==> src/hw/ccs_consts.svh <==
`ifndef CCS_CONSTS_SVH
`define CCS_CONSTS_SVH

// ----------------------------------------------------------------------------
// configuration pin codes, first printed bit is bit 3
// ----------------------------------------------------------------------------
`define CCS_CFG_X2_0      4'h4
`define CCS_CFG_X2_5      4'h6
`define CCS_CFG_X3_0      4'h8
`define CCS_CFG_X3_5      4'he
`define CCS_CFG_X4_0      4'ha
`define CCS_CFG_X4_5      4'h7
`define CCS_CFG_X5_0      4'hb
`define CCS_CFG_X5_5      4'h9
`define CCS_CFG_X6_0      4'hd
`define CCS_CFG_X6_5      4'h5
`define CCS_CFG_X7_0      4'h2
`define CCS_CFG_X7_5      4'h1
`define CCS_CFG_X8_0      4'hc
`define CCS_CFG_X9_0      4'h0
`define CCS_CFG_BYPASS    4'h3
`define CCS_CFG_OFF       4'hf

// ----------------------------------------------------------------------------
// bus-to-core multiplier in half steps (2x -> 4)
// ----------------------------------------------------------------------------
`define CCS_M2_X2_0       5'h04
`define CCS_M2_X2_5       5'h05
`define CCS_M2_X3_0       5'h06
`define CCS_M2_X3_5       5'h07
`define CCS_M2_X4_0       5'h08
`define CCS_M2_X4_5       5'h09
`define CCS_M2_X5_0       5'h0a
`define CCS_M2_X5_5       5'h0b
`define CCS_M2_X6_0       5'h0c
`define CCS_M2_X6_5       5'h0d
`define CCS_M2_X7_0       5'h0e
`define CCS_M2_X7_5       5'h0f
`define CCS_M2_X8_0       5'h10
`define CCS_M2_X9_0       5'h12
`define CCS_M2_NONE       5'h00

// ----------------------------------------------------------------------------
// cache clock divisor field: 0 stops, k gives divide by (k+1)/2
// ----------------------------------------------------------------------------
`define CCS_DIV_OFF       3'h0
`define CCS_DIV_HI_BIAS   4'h2

// ----------------------------------------------------------------------------
// delay-locked loop and reference period counter defaults
// ----------------------------------------------------------------------------
`define CCS_DLL_TAPS      64
`define CCS_DLL_TAP_W     6
`define CCS_PERIOD_W      16

`endif

==> src/hw/ccs_pkg.sv <==
package ccs_pkg;

    // ------------------------------------------------------------------------
    // core clock source modes
    // ------------------------------------------------------------------------
    typedef enum logic [1:0] {
        ccs_mode_pll,
        ccs_mode_bypass,
        ccs_mode_off
    } ccs_mode_t;

endpackage

==> src/hw/ccs_cache_div.sv <==
`timescale 1ns/1ps
`include "ccs_consts.svh"

module ccs_cache_div #(
    parameter int DIV_W = 3
) (
    input  wire logic             clk_sys,     // system clock
    input  wire logic             rst_n,       // async reset, active low
    input  wire logic             phase_tick,  // one pulse per core half period
    input  wire logic [DIV_W-1:0] divisor,     // cache clock divisor field
    output logic                  cache_clk    // divided cache clock level
);

    // ------------------------------------------------------------------------
    // state
    // ------------------------------------------------------------------------
    logic [DIV_W:0]   cnt_q, cnt_d;     // half periods into current cycle
    logic [DIV_W-1:0] div_q, div_d;     // divisor in use
    logic             clk_q, clk_d;     // output level

    // high time in half periods, larger half for odd totals
    function automatic logic [DIV_W:0] ccs_hi_len(input logic [DIV_W-1:0] k);
        ccs_hi_len = (DIV_W+1)'(({1'b0, k} + `CCS_DIV_HI_BIAS) >> 1);
    endfunction

    // ------------------------------------------------------------------------
    // next state
    // ------------------------------------------------------------------------
    // a new divisor is taken only at a period boundary or while stopped, so no runt appears
    always_comb begin
        cnt_d = cnt_q;
        div_d = div_q;
        clk_d = clk_q;
        if (div_q == `CCS_DIV_OFF) begin                // stopped: load at once
            cnt_d = '0;
            div_d = divisor;
            clk_d = 1'b0;
        end else if (phase_tick) begin
            if (cnt_q == {1'b0, div_q}) begin           // last half period
                cnt_d = '0;
                div_d = divisor;
            end else begin
                cnt_d = cnt_q + 1'b1;
            end
            // period is k+1 half periods of the core clock
            clk_d = (div_d != `CCS_DIV_OFF) && (cnt_d < ccs_hi_len(div_d));
        end
    end

    // ------------------------------------------------------------------------
    // registers
    // ------------------------------------------------------------------------
    always_ff @(posedge clk_sys or negedge rst_n) begin
        if (!rst_n) begin
            cnt_q <= '0;
            div_q <= `CCS_DIV_OFF;
            clk_q <= 1'b0;
        end else begin
            cnt_q <= cnt_d;
            div_q <= div_d;
            clk_q <= clk_d;
        end
    end

    assign cache_clk = clk_q;

endmodule // ccs_cache_div

==> src/hw/ccs_clock_select.sv <==
`timescale 1ns/1ps
`include "ccs_consts.svh"

module ccs_clock_select #(
    parameter int PERIOD_W = `CCS_PERIOD_W,   // reference period counter width
    parameter int DLL_TAPS = `CCS_DLL_TAPS,   // delay line length in clk_sys cycles
    parameter int TAP_W    = `CCS_DLL_TAP_W   // tap select width
) (
    input  wire logic       clk_sys,                  // 50 MHz system clock
    input  wire logic       rst_n,                    // async reset, active low
    input  wire logic       bus_reference_clock,      // bus reference, sampled
    input  wire logic [3:0] pll_cfg,                  // static configuration pins
    input  wire logic [2:0] cache_clk_divisor,        // divisor field
    input  wire logic       cache_low_speed_bit,      // low-speed setting
    input  wire logic       cache_clk_feedback_in,    // returned sync clock
    output logic            core_clk,                 // core clock level
    output logic            core_tick,                // pulse at core rising edge
    output logic            vco_tick,                 // pulse per oscillator period
    output logic            pll_active,               // multiplier mode in use
    output logic            bypass_active,            // reference drives core
    output logic            clocks_off,               // nothing is clocked
    output logic            cache_clk_out,            // aligned cache clock
    output logic            cache_clk_feedback_out,   // separate sync clock copy
    output logic            dll_locked,               // delay loop has settled
    output logic            cache_low_speed           // registered low-speed setting
);

    // ------------------------------------------------------------------------
    // pin decode
    // ------------------------------------------------------------------------
    // half-step multiplier, zero for the two non-multiplying codes
    function automatic logic [4:0] ccs_mult2(input logic [3:0] cfg);
        case (cfg)
            `CCS_CFG_X2_0: ccs_mult2 = `CCS_M2_X2_0;
            `CCS_CFG_X2_5: ccs_mult2 = `CCS_M2_X2_5;
            `CCS_CFG_X3_0: ccs_mult2 = `CCS_M2_X3_0;
            `CCS_CFG_X3_5: ccs_mult2 = `CCS_M2_X3_5;
            `CCS_CFG_X4_0: ccs_mult2 = `CCS_M2_X4_0;
            `CCS_CFG_X4_5: ccs_mult2 = `CCS_M2_X4_5;
            `CCS_CFG_X5_0: ccs_mult2 = `CCS_M2_X5_0;
            `CCS_CFG_X5_5: ccs_mult2 = `CCS_M2_X5_5;
            `CCS_CFG_X6_0: ccs_mult2 = `CCS_M2_X6_0;
            `CCS_CFG_X6_5: ccs_mult2 = `CCS_M2_X6_5;
            `CCS_CFG_X7_0: ccs_mult2 = `CCS_M2_X7_0;
            `CCS_CFG_X7_5: ccs_mult2 = `CCS_M2_X7_5;
            `CCS_CFG_X8_0: ccs_mult2 = `CCS_M2_X8_0;
            `CCS_CFG_X9_0: ccs_mult2 = `CCS_M2_X9_0;
            default:       ccs_mult2 = `CCS_M2_NONE;
        endcase
    endfunction

    // ------------------------------------------------------------------------
    // mode and reference state
    // ------------------------------------------------------------------------
    ccs_pkg::ccs_mode_t  mode_q, mode_d;       // selected clock source
    logic [4:0]          m2_q, m2_d;           // multiplier in half steps
    logic                bus_q;                // reference delayed one cycle
    logic [PERIOD_W-1:0] cnt_q, cnt_d;         // cycles since reference rise
    logic [PERIOD_W-1:0] period_q, period_d;   // last reference period
    logic                ref_rise;             // reference rising edge

    assign ref_rise = bus_reference_clock & ~bus_q;

    // mode from pins; unlisted codes park the core with no clock
    always_comb begin
        m2_d = ccs_mult2(pll_cfg);
        if (pll_cfg == `CCS_CFG_BYPASS) begin
            mode_d = ccs_pkg::ccs_mode_bypass;
        end else if (m2_d == `CCS_M2_NONE) begin
            mode_d = ccs_pkg::ccs_mode_off;
        end else begin
            mode_d = ccs_pkg::ccs_mode_pll;
        end
        // reference period measured rise to rise
        cnt_d    = ref_rise ? '0 : ((&cnt_q) ? cnt_q : cnt_q + 1'b1);
        period_d = ref_rise ? cnt_q + 1'b1 : period_q;
    end

    // the pins are static, so sampling every cycle is enough
    always_ff @(posedge clk_sys or negedge rst_n) begin
        if (!rst_n) begin
            mode_q   <= ccs_pkg::ccs_mode_off;
            m2_q     <= `CCS_M2_NONE;
            bus_q    <= 1'b0;
            cnt_q    <= '0;
            period_q <= '0;
        end else begin
            mode_q   <= mode_d;
            m2_q     <= m2_d;
            bus_q    <= bus_reference_clock;
            cnt_q    <= cnt_d;
            period_q <= period_d;
        end
    end

    // ------------------------------------------------------------------------
    // oscillator and core clock
    // ------------------------------------------------------------------------
    logic [PERIOD_W:0]   sum;                  // accumulator plus step
    logic [PERIOD_W-1:0] acc_q, acc_d;         // fractional phase
    logic                vco_q, vco_d;         // oscillator tick
    logic                core_q, core_d;       // core level
    logic                ctick_q, ctick_d;     // core rising pulse
    logic                phase_q, phase_d;     // core half-period tick

    // m2/2 core periods per reference period, so oscillator ticks arrive at
    // m2 per period; rate limit is one tick a cycle, faster settings saturate
    always_comb begin
        sum     = {1'b0, acc_q} + (PERIOD_W+1)'(m2_q);
        acc_d   = '0;
        vco_d   = 1'b0;
        core_d  = 1'b0;
        ctick_d = 1'b0;
        phase_d = 1'b0;
        case (mode_q)
            ccs_pkg::ccs_mode_pll: begin
                if (period_q != '0) begin               // wait for a period
                    if (sum >= {1'b0, period_q}) begin
                        acc_d = PERIOD_W'(sum - {1'b0, period_q});
                        vco_d = 1'b1;
                        if (acc_d >= period_q) begin    // saturated rate
                            acc_d = '0;
                        end
                    end else begin
                        acc_d = PERIOD_W'(sum);
                    end
                end
                // core toggles every oscillator tick: half the rate
                core_d  = vco_q ? ~core_q : core_q;
                ctick_d = vco_q & ~core_q;
                phase_d = vco_q;
            end
            ccs_pkg::ccs_mode_bypass: begin
                // reference is the core clock; edges seen against core_q
                core_d  = bus_reference_clock;
                ctick_d = bus_reference_clock & ~core_q;
                phase_d = bus_reference_clock ^ core_q;
            end
            default: begin
                // everything stays still whatever the reference does
                core_d  = 1'b0;
            end
        endcase
    end

    always_ff @(posedge clk_sys or negedge rst_n) begin
        if (!rst_n) begin
            acc_q   <= '0;
            vco_q   <= 1'b0;
            core_q  <= 1'b0;
            ctick_q <= 1'b0;
            phase_q <= 1'b0;
        end else begin
            acc_q   <= acc_d;
            vco_q   <= vco_d;
            core_q  <= core_d;
            ctick_q <= ctick_d;
            phase_q <= phase_d;
        end
    end

    // ------------------------------------------------------------------------
    // cache clock divider
    // ------------------------------------------------------------------------
    logic cache_div_clk;                       // divided clock before alignment

    ccs_cache_div #(
        .DIV_W      (3)
    ) u_div (
        .clk_sys    (clk_sys),
        .rst_n      (rst_n),
        .phase_tick (phase_q),
        .divisor    (cache_clk_divisor),
        .cache_clk  (cache_div_clk)
    );

    // ------------------------------------------------------------------------
    // delay-locked loop
    // ------------------------------------------------------------------------
    logic [DLL_TAPS-1:0] line_q, line_d;       // delay line of divided clock
    logic [TAP_W-1:0]    tap_q, tap_d;         // selected delay
    logic                div_q;                // divided clock one cycle back
    logic                out_q, out_d;         // aligned cache clock
    logic                fbo_q;                // separate sync clock copy
    logic                up_q, up_d;           // last step was upward
    logic                lock_q, lock_d;       // direction has reversed
    logic                slow_q;               // low-speed setting

    // bang-bang phase detector at each internal rising edge: a returned
    // clock already high means its edge came early, so add delay; the loop
    // dithers one tap around the lock point, which is its resolution
    always_comb begin
        line_d = {line_q[DLL_TAPS-2:0], cache_div_clk};
        tap_d  = tap_q;
        up_d   = up_q;
        lock_d = lock_q;
        if (!cache_div_clk && !div_q) begin
            lock_d = lock_q & (cache_clk_divisor != `CCS_DIV_OFF);
        end
        if (cache_div_clk && !div_q) begin
            if (cache_clk_feedback_in) begin
                if (tap_q != TAP_W'(DLL_TAPS-1)) begin
                    tap_d = tap_q + 1'b1;
                end
                lock_d = lock_q | ~up_q;
                up_d   = 1'b1;
            end else begin
                if (tap_q != '0) begin
                    tap_d = tap_q - 1'b1;
                end
                lock_d = lock_q | up_q;
                up_d   = 1'b0;
            end
        end
        out_d = line_q[tap_q];
    end

    always_ff @(posedge clk_sys or negedge rst_n) begin
        if (!rst_n) begin
            line_q <= '0;
            tap_q  <= '0;
            div_q  <= 1'b0;
            out_q  <= 1'b0;
            fbo_q  <= 1'b0;
            up_q   <= 1'b0;
            lock_q <= 1'b0;
            slow_q <= 1'b0;
        end else begin
            line_q <= line_d;
            tap_q  <= tap_d;
            div_q  <= cache_div_clk;
            out_q  <= out_d;
            fbo_q  <= out_d;
            up_q   <= up_d;
            lock_q <= lock_d;
            slow_q <= cache_low_speed_bit;
        end
    end

    // ------------------------------------------------------------------------
    // outputs
    // ------------------------------------------------------------------------
    assign core_clk               = core_q;
    assign core_tick              = ctick_q;
    assign vco_tick               = vco_q;
    assign pll_active             = (mode_q == ccs_pkg::ccs_mode_pll);
    assign bypass_active          = (mode_q == ccs_pkg::ccs_mode_bypass);
    assign clocks_off             = (mode_q == ccs_pkg::ccs_mode_off);
    assign cache_clk_out          = out_q;
    assign cache_clk_feedback_out = fbo_q;
    assign dll_locked             = lock_q;
    assign cache_low_speed        = slow_q;

endmodule // ccs_clock_select

==> config.mk <==
export PLATFORM = sky130hd
export DESIGN_NAME = ccs_clock_select
export DESIGN_NICKNAME = d
export VERILOG_FILES = /design/src/hw/ccs_pkg.sv /design/src/hw/ccs_cache_div.sv /design/src/hw/ccs_clock_select.sv
export VERILOG_INCLUDE_DIRS = /design/src /design/src/hw
export SDC_FILE = /design/constraint.sdc
export NUM_CORES = 1
export LEC_CHECK = 0
export BUFFER_PORTS_ARGS = -buffer_cell sky130_fd_sc_hd__buf_2
export CORE_MARGIN = 1.5
export CORE_UTILIZATION = 55
export DETAILED_ROUTE_END_ITERATION = 7
export PLACE_DENSITY = 0.69
export SETUP_SLACK_MARGIN = 0.2
export SKIP_CTS_REPAIR_TIMING = 1
export SLEW_MARGIN = 0
export SYNTH_ARGS = -nofsm -noshare
export SYNTH_HDL_FRONTEND = slang
export SYNTH_HIERARCHICAL = 1
export SYNTH_SLANG_ARGS = --single-unit
==> constraint.sdc <==
create_clock -name clk_sys -period 7 [get_ports clk_sys]
set_clock_uncertainty 0.2 [all_clocks]
set_input_delay 0 -clock clk_sys [delete_from_list [all_inputs] [get_ports clk_sys]]
set_output_delay 0 -clock clk_sys [all_outputs]
set_load 0.005 [all_outputs]
==> results of run 1 <==
## cell usage in the layout (no fill, tap or decap), types with 13 or more instances in the layout
master	count
nor2_1	39
dfrtp_1	141
mux4_2	21
xor2_1	17
nand2b_1	14
xnor2_1	37
nor2b_1	15
a21oi_1	54
nand3_1	32
ha_1	51
buf_2	20
and2_1	13
o21ai_0	33
dlygate4sd3_1	15
clkbuf_16	17
nand2_1	44
inv_1	36
## per-layer routing
layer	wire [microns]	track usage [%]	up-vias
met5	0	0	-
met4	245	8.63	0
met3	393	4.65	25
met2	7580	37.8	82
met1	6710	29.2	2533
li1	-	-	2534
## kinds of logic (layout without fill, tap and decap cells)
group | count (synthesis) | after routing | share of synthesized area, %
AOI/OAI and AO/OA | 139 | 139 | 11.4
DFF | 142 | 142 | 47.7
and+or+nand+nor | 210 | 210 | 14.5
buffers and inverters | 59 | 108 | 3.19
muxes | 29 | 29 | 7.46
xor gates and xnor gates | 54 | 54 | 6.35
adders and majority gates | 54 | 54 | 9.37
## synth_stat cells (3+ instances only)
library cell,count
a21o_1,11
nand2_1,44
buf_2,7
xor2_1,17
fa_1,3
nor2_1,39
o21a_1,3
nand2b_1,14
o21ai_0,33
and3_1,7
xnor2_1,37
nor2b_1,15
clkbuf_1,11
nor4_1,8
mux4_2,21
a31oi_1,3
ha_1,51
nor3_1,12
nor3b_1,3
mux2i_1,6
and2_1,13
buf_1,3
o21ai_1,3
dfrtp_1,141
nand3_1,32
a211oi_1,4
inv_1,36
nand4_1,11
o211ai_1,4
a21oi_1,54
## final cells by class
| class | instances | area (sq um) | share of cell area, % |
|---|---|---|---|
| clock inverters | 14 | 124 | 1.47 |
| flip-flops and latches | 142 | 3550 | 42.2 |
| clock buffers | 18 | 429 | 5.10 |
| inverters | 36 | 135 | 1.61 |
| repair buffers | 40 | 292 | 3.46 |
| well taps | 176 | 220 | 2.62 |
| multi-input cells | 486 | 3660 | 43.5 |
## registers in the layout, summed over array words and instances, names as in the netlist
register	count
line_q	64
acc_q	16
cnt_q	16
period_q	16
tap_q	6
m2_q	5
u_div/cnt_q	4
u_div/div_q	3
mode_q	2
bus_q	1
cache_clk_feedback_out	1
cache_low_speed	1
core_clk	1
core_tick	1
dll_locked	1
phase_q	1
u_div/cache_clk	1
up_q	1
vco_tick	1
## per-stage QoR
step | cell area (sq um) | instances | util (%)
after floorplan | 7450 | 687 | -
after global placement | 7710 | 865 | 58.3
after detailed placement | 7710 | 865 | 58.3
after CTS | 8270 | 897 | 62.4
after global routing | 8420 | 912 | 63.6
final | 8420 | 912 | 63.6
## power breakdown
| group | internal, W | leakage [nW] | switching (W) |
|---|---|---|---|
| registers | 0.00105 | 1.84 | 0.000202 |
| logic | 0.000946 | 1.67 | 0.00108 |
| clock network | 0.000468 | 0.274 | 0.000375 |
| total | 0.00246 | 3.79 | 0.00165 |
## how the worst min path moves through the flow
stage | end | depth (start not counted) | start | slack, ps
floorplan | acc_q[0] | 0 | rst_n | -500
global placement | line_q[50] | 1 | rst_n | -120
detailed placement | line_q[51] | 1 | rst_n | -110
CTS | line_q[50] | 1 | rst_n | -560
global route | cache_low_speed | 2 | cache_low_speed_bit | 20
finish | line_q[48] | 2 | rst_n | -10
## worst max-delay path, stage by stage (launching register included)
cell      delay (ps)
dfrtp_1          330
ha_1             180
inv_1             60
fa_1             390
nor2b_1          190
o21ai_1          110
a21boi_1         390
o21ai_1          200
xnor2_1          290
ha_1             350
and3_1           240
a221o_1          370
o41ai_1          510
xnor2_1          200
ha_1             220
a21o_1           150
a21o_1           170
a21o_1           170
a211oi_1         220
buf_4            270
and2_1           150
mux2i_1           60
nor2_1           110
==> reports/results.tsv, run 1 <==
stage	metric	value	unit
cts	CTS Sinks	142	
synthesis	synthesized flop and latch total	142	
route	DRC	0	
route	Initial DRC Count	322	
sta	endpoints failing setup	0	
route	drt first pass iters	7	
worst_setup_path	Critical Path End	acc_q[4]	
sta	Post-Route Setup TNS	0	ps
synthesis	post-synth top area cell	dfrtp_1	
sta	final setup margin	1380	ps
route	routed vias	5174	
synthesis	Synth top area share	47.4	%
synthesis	post-synthesis sequential area ratio	47.7	%
placed_design	I/O Buffers	21	
power	pwr dens	489	nW/um^2
global_route	largest net degree at the start of global routing	85	
power	VDD IR max	0.359	mV
power	Leakage Power	3.79	nW
global_route	antenna violations before repair	0	
sta	Fmax achieved	178	MHz
synthesis	number of distinct library cells after synthesis	60	
floorplanning	die width	119	microns
sta	min Tclk post-route	5620	ps
worst_setup_path	reg2reg start	m2_q[0]	
cts	clock transition at the registers of the reported paths	60	ps
run_status	status	complete, but fails checks	
worst_setup_path	CP endpoint kind	register	
cts	TritonCTS buffer count	17	
cts	htree depth	4	
run_status	failing checks	hold timing	
synthesis	Post-synth EDFFs	0	
worst_setup_path	CP Class	register to register	
worst_setup_path	crit-path max FO	16	
cts	Longest Clk Path Bufs	2	
worst_setup_path	critical path launch point type	register	
placed_design	post-DP HPWL	10.6	mm
sta	unrepaired setup endpoints after global routing	false	
floorplanning	Die Area	14300	sq um
worst_hold_path	Hold Path Class	primary input to async pin	
route	Vias/cell	5.67	
worst_setup_path	Worst Reg-to-Reg Cells	22	
flow_run	number of max-cap violations	0	
cts	worst skew pair latency	420	ps
route	DR WL/cell	16.4	microns
worst_setup_path	Reg2Reg Setup Slack	1380	ps
global_route	first-pass GRT wire length	25.3	mm
synthesis	Synth warnings	6	
synthesis	Post-Syn Nets	753	
floorplanning	CORE AREA	13200	sq um
finish	Final #Nets	789	
finish	area grow syn2layout	13.0	%
synthesis	Syn Area/Cell	10.8	sq um
worst_setup_path	Crit. Startpoint	m2_q[0]	
route	ANT nets after route	0	
sta	Max-slew headroom	13.6	%
finish	# diodes	0	
sta	fin crit share	80.3	%
sta	fin. max-slew vios	0	
floorplanning	starting density of the core	56.3	%
global_route	grt ovf	0	
sta	Min Hold Slack	-13.6	ps
floorplanning	FP Rows	42	
placed_design	Placement Setup Slack	1410	ps
cts	clk root buf	clkbuf_16	
synthesis	ranking of synthesized cells by area	dfrtp_1 47%, ha_1 8.6%, mux4_2 6.3%, xnor2_1 4.4%, a21oi_1 3.6%	
global_route	GR Util All Layers	22.6	%
synthesis	FFs w/ async S/R, synth	100	%
finish	fill count	1070	
finish	ratio of cells with drive above 1 in the final layout	12.0	%
floorplanning	die height	119	microns
worst_setup_path	Worst R2R End	acc_q[4]	
synthesis	Synth Cell Area	7450	sq um
cts	CTS tree	built	
worst_setup_path	required time worst endpoint	7140	ps
worst_setup_path	CP arrival	5760	ps
synthesis	Synth Instances	687	
route	routed wire length	14.9	mm
placed_design	gpl congestion	0.996	
sta	final hold violations	12	
sta	Slew @ Worst Pin	1290	ps
global_route	vias in the first global route	5214	
power	Final Power	0.00411	W
synthesis	Main synth FF type	dfrtp_1	
floorplanning	I/O pin total	22	
Power figures use the tool's default switching activity.
==> run 2: changes to the inputs <==
- ABC_AREA: unset -> 1
- clock period: 7 -> 5.9 ns (I/O delays scaled with it)
==> run 2 against run 1 <==
The run now ends clean. Worst setup slack worse by 250 ps. Total power up 42%. Global-route usage up 2.1 points. Maximum frequency up 18%. Sequential cell count unchanged. Worst hold slack better by 37 ps. Count of clock-buffer cells in the layout up 1. Sequential power up 17%. Synthesized cell count up 51%. Clock power up 28%. Critical path type unchanged. Largest power group unchanged.
==> reports/results.tsv, run 2 <==
stage	metric	value	unit	change
run_status	status	finished, final reports clean		
global_route	antenna violations before repair	0		unchanged
power	Comb pwr share	56.4	%	+7.3 points
synthesis	Synth Instances	1040		+51%
global_route	GR Util All Layers	24.7	%	+2.1 points
synthesis	adder-cell share of the synthesized area	8.46	%	-0.91 points
synthesis	FFs w/ async S/R, synth	100	%	unchanged
cts	worst skew pair latency	430	ps	about the same
worst_setup_path	crit-path most repeated cell	nand2_1		
cts	CTS Sinks	142		unchanged
sta	min Tclk post-route	4770	ps	-847 ps
worst_setup_path	critical path launch point type	register		
worst_setup_path	Worst Reg-to-Reg Cells	26		+18%
finish	fill count	1257		+17%
synthesis	Syn Area/Cell	7.93	sq um	-27%
route	DR WL/cell	14.5	microns	-12%
power	sequential share of power	25.1	%	-5.3 points
synthesis	Synth warnings	6		unchanged
sta	Min Hold Slack	23.3	ps	+36.8 ps
sta	Fmax achieved	210	MHz	+18%
sta	Slew @ Worst Pin	986	ps	-307 ps
sta	Post-Route Setup TNS	0	ps	unchanged
global_route	grt ovf	0		unchanged
worst_setup_path	CP max-delay cell	ha_1		
worst_setup_path	required time worst endpoint	6050	ps	-1090 ps
power	Switch Pwr	0.00277	W	+68%
global_route	vias in the first global route	6477		+24%
synthesis	Main synth FF type	dfrtp_1		
placed_design	I/O Buffers	21		unchanged
cts	CTS tree	built		
finish	# diodes	0		unchanged
cts	htree depth	4		unchanged
sta	final hold violations	0		-12
global_route	largest net degree at the start of global routing	79		-7.1%
power	Internal	0.00306	W	+24%
route	ANT nets after route	0		unchanged
power	Sw Ratio	47.6	%	+7.4 points
cts	clk root buf	clkbuf_16		
finish	ratio of cells with drive above 1 in the final layout	10.5	%	-1.5 points
synthesis	post-synthesis sequential area ratio	43.1	%	-4.6 points
finish	Largest register FFs	64		unchanged
synthesis	ranking of synthesized cells by area	dfrtp_1 43%, nand2_1 12%, ha_1 7.7%, inv_1 6.5%, nor2_1 5.7%		
worst_setup_path	CP arrival	4920	ps	-840 ps
sta	fin crit share	80.9	%	+0.61 points
placed_design	post-DP HPWL	13.1	mm	+23%
sta	unrepaired setup endpoints after global routing	false		
synthesis	Post-Syn Nets	1106		+47%
worst_setup_path	crit-path max FO	11		-5
floorplanning	Die Area	15700	sq um	+10%
power	pwr dens	629	nW/um^2	+29%
worst_setup_path	CP Class	register to register		
cts	Longest Clk Path Bufs	2		unchanged
synthesis	most frequent cell after synthesis	nand2_1		
synthesis	synth cell count leaders	254 x nand2_1, 143 x inv_1, 141 x dfrtp_1		
worst_setup_path	Reg2Reg Setup Slack	1130	ps	-250 ps
cts	TritonCTS buffer count	17		unchanged
floorplanning	FP Rows	44		+4.8%
floorplanning	starting density of the core	56.5	%	+0.29 points
synthesis	Compound-Gate Fraction of Synth Area	9.80	%	-1.6 points
route	drt first pass iters	5		-2
finish	Final #Nets	1143		+45%
floorplanning	die width	125	microns	+5.1%
floorplanning	I/O pin total	22		unchanged
synthesis	Post-synth EDFFs	0		unchanged
sta	endpoints failing setup	0		unchanged
worst_hold_path	Hold Path Class	primary input to register		
synthesis	main combinational cell family by area after synthesis	simple AND/OR/NAND/NOR gates		
synthesis	Synth top area share	42.8	%	-4.6 points
route	Vias/cell	5.28		-7.0%
synthesis	simple-gate area share of the yosys netlist	26.0	%	+11 points
placed_design	Placement Setup Slack	1190	ps	-220 ps
route	routed vias	6723		+30%
synthesis	Post-Synth XOR/XNOR Area	4.25	%	-2.1 points
worst_setup_path	Worst path max stage delay	420	ps	-90 ps
worst_setup_path	CP endpoint kind	register		
global_route	first-pass GRT wire length	31.1	mm	+23%
finish	area grow syn2layout	12.3	%	
route	routed wire length	18.4	mm	+23%
power	Leakage Power	4.83	nW	+28%
power	VDD IR max	0.297	mV	-17%
sta	Max-slew headroom	34.2	%	+21 points
worst_hold_path	Hold Crit Depth	2		
synthesis	number of distinct library cells after synthesis	46		-23%
sta	fin. max-slew vios	0		unchanged
route	Initial DRC Count	532		+65%
floorplanning	die height	125	microns	+5.1%
synthesis	Synth Cell Area	8250	sq um	+11%
finish	Top reg by flops	line_q		
finish	most frequent cells in the layout	254 x nand2_1, 143 x inv_1, 141 x dfrtp_1, 126 x nor2_1, 69 x o21ai_0		
sta	final setup margin	1130	ps	-253 ps
synthesis	mux contribution to synthesized area	0	%	-7.5 points
finish	most common cell after layout, fill and taps aside	nand2_1		
placed_design	gpl congestion	0.922		-7.4%
synthesis	synthesized flop and latch total	142		unchanged
power	Clock power frac	18.5	%	-2.0 points
flow_run	number of max-cap violations	0		unchanged
cts	clock transition at the registers of the reported paths	70	ps	about the same
synthesis	post-synth top area cell	dfrtp_1		
route	DRC	0		unchanged
floorplanning	CORE AREA	14600	sq um	+10%
run 2: cell families (layout without fill, tap and decap cells):
group	after synthesis	in the layout
AND/OR/NAND/NOR	489	489
buffers and inverters	175	225
flip-flops	142	142
AO/OA/AOI/OAI	140	140
adder cells (fa/ha/maj)	54	54
XOR/XNOR	40	40
run 2: power groups by stage:
stage	clock, W	sequential, W	combinational, W
2_1_floorplan	0	0.00140	0.00262
3_3_place_gp	0	0.00147	0.00318
3_5_place_dp	0	0.00148	0.00323
4_1_cts	0.00110	0.00146	0.00325
5_1_grt	0.00115	0.00150	0.00376
6_report	0.00108	0.00146	0.00329
run 2: per-stage QoR:
step	cells	instance area [sq um]	util, %	total power [W]
2_1_floorplan	1040	8250	-	0.00402
3_3_place_gp	1226	8500	58.2	0.00466
3_5_place_dp	1226	8500	58.2	0.00471
4_1_cts	1258	9090	62.3	0.00582
5_1_grt	1274	9260	63.5	0.00641
6_report	1274	9260	63.5	0.00583
run 2: path summary, 6_finish.rpt:
| path | endpoint | from |
|---|---|---|
| setup / recovery | acc_q[8] | m2_q[0] |
| hold / removal | cache_low_speed | cache_low_speed_bit |
| setup reg to reg | acc_q[8] | m2_q[0] |
| hold reg to reg | line_q[38] | line_q[37] |
| max in group asynchronous | m2_q[4] | rst_n |
| min in group asynchronous | mode_q[1] | rst_n |
run 2: layer usage:
layer	GRT usage, %	vias to the layer above	share of wire, %
li1	-	3396	-
met1	32.7	3169	46
met2	41.2	135	48
met3	5.01	23	4.2
met4	7.49	0	1.7
met5	0	-	0
run 2: critical path, delay by kind of cell (launching register included):
family | cells | cell delay, ps
adder cells (fa/ha/maj) | 4 | 1250
XOR/XNOR | 1 | 150
buffers and inverters | 4 | 570
AO/OA/AOI/OAI | 4 | 530
AND/OR/NAND/NOR | 13 | 1660
flip-flops | 1 | 340
run 2: cell type report:
class	count	area [sq um]	area share, %
Multi-Input combinational cell	723	4000	43.2
Sequential cell	142	3550	38.4
Inverter	153	577	6.23
Clock buffer	19	443	4.78
Timing Repair Buffer	40	312	3.36
Tap cell	184	230	2.49
Clock inverter	13	148	1.59
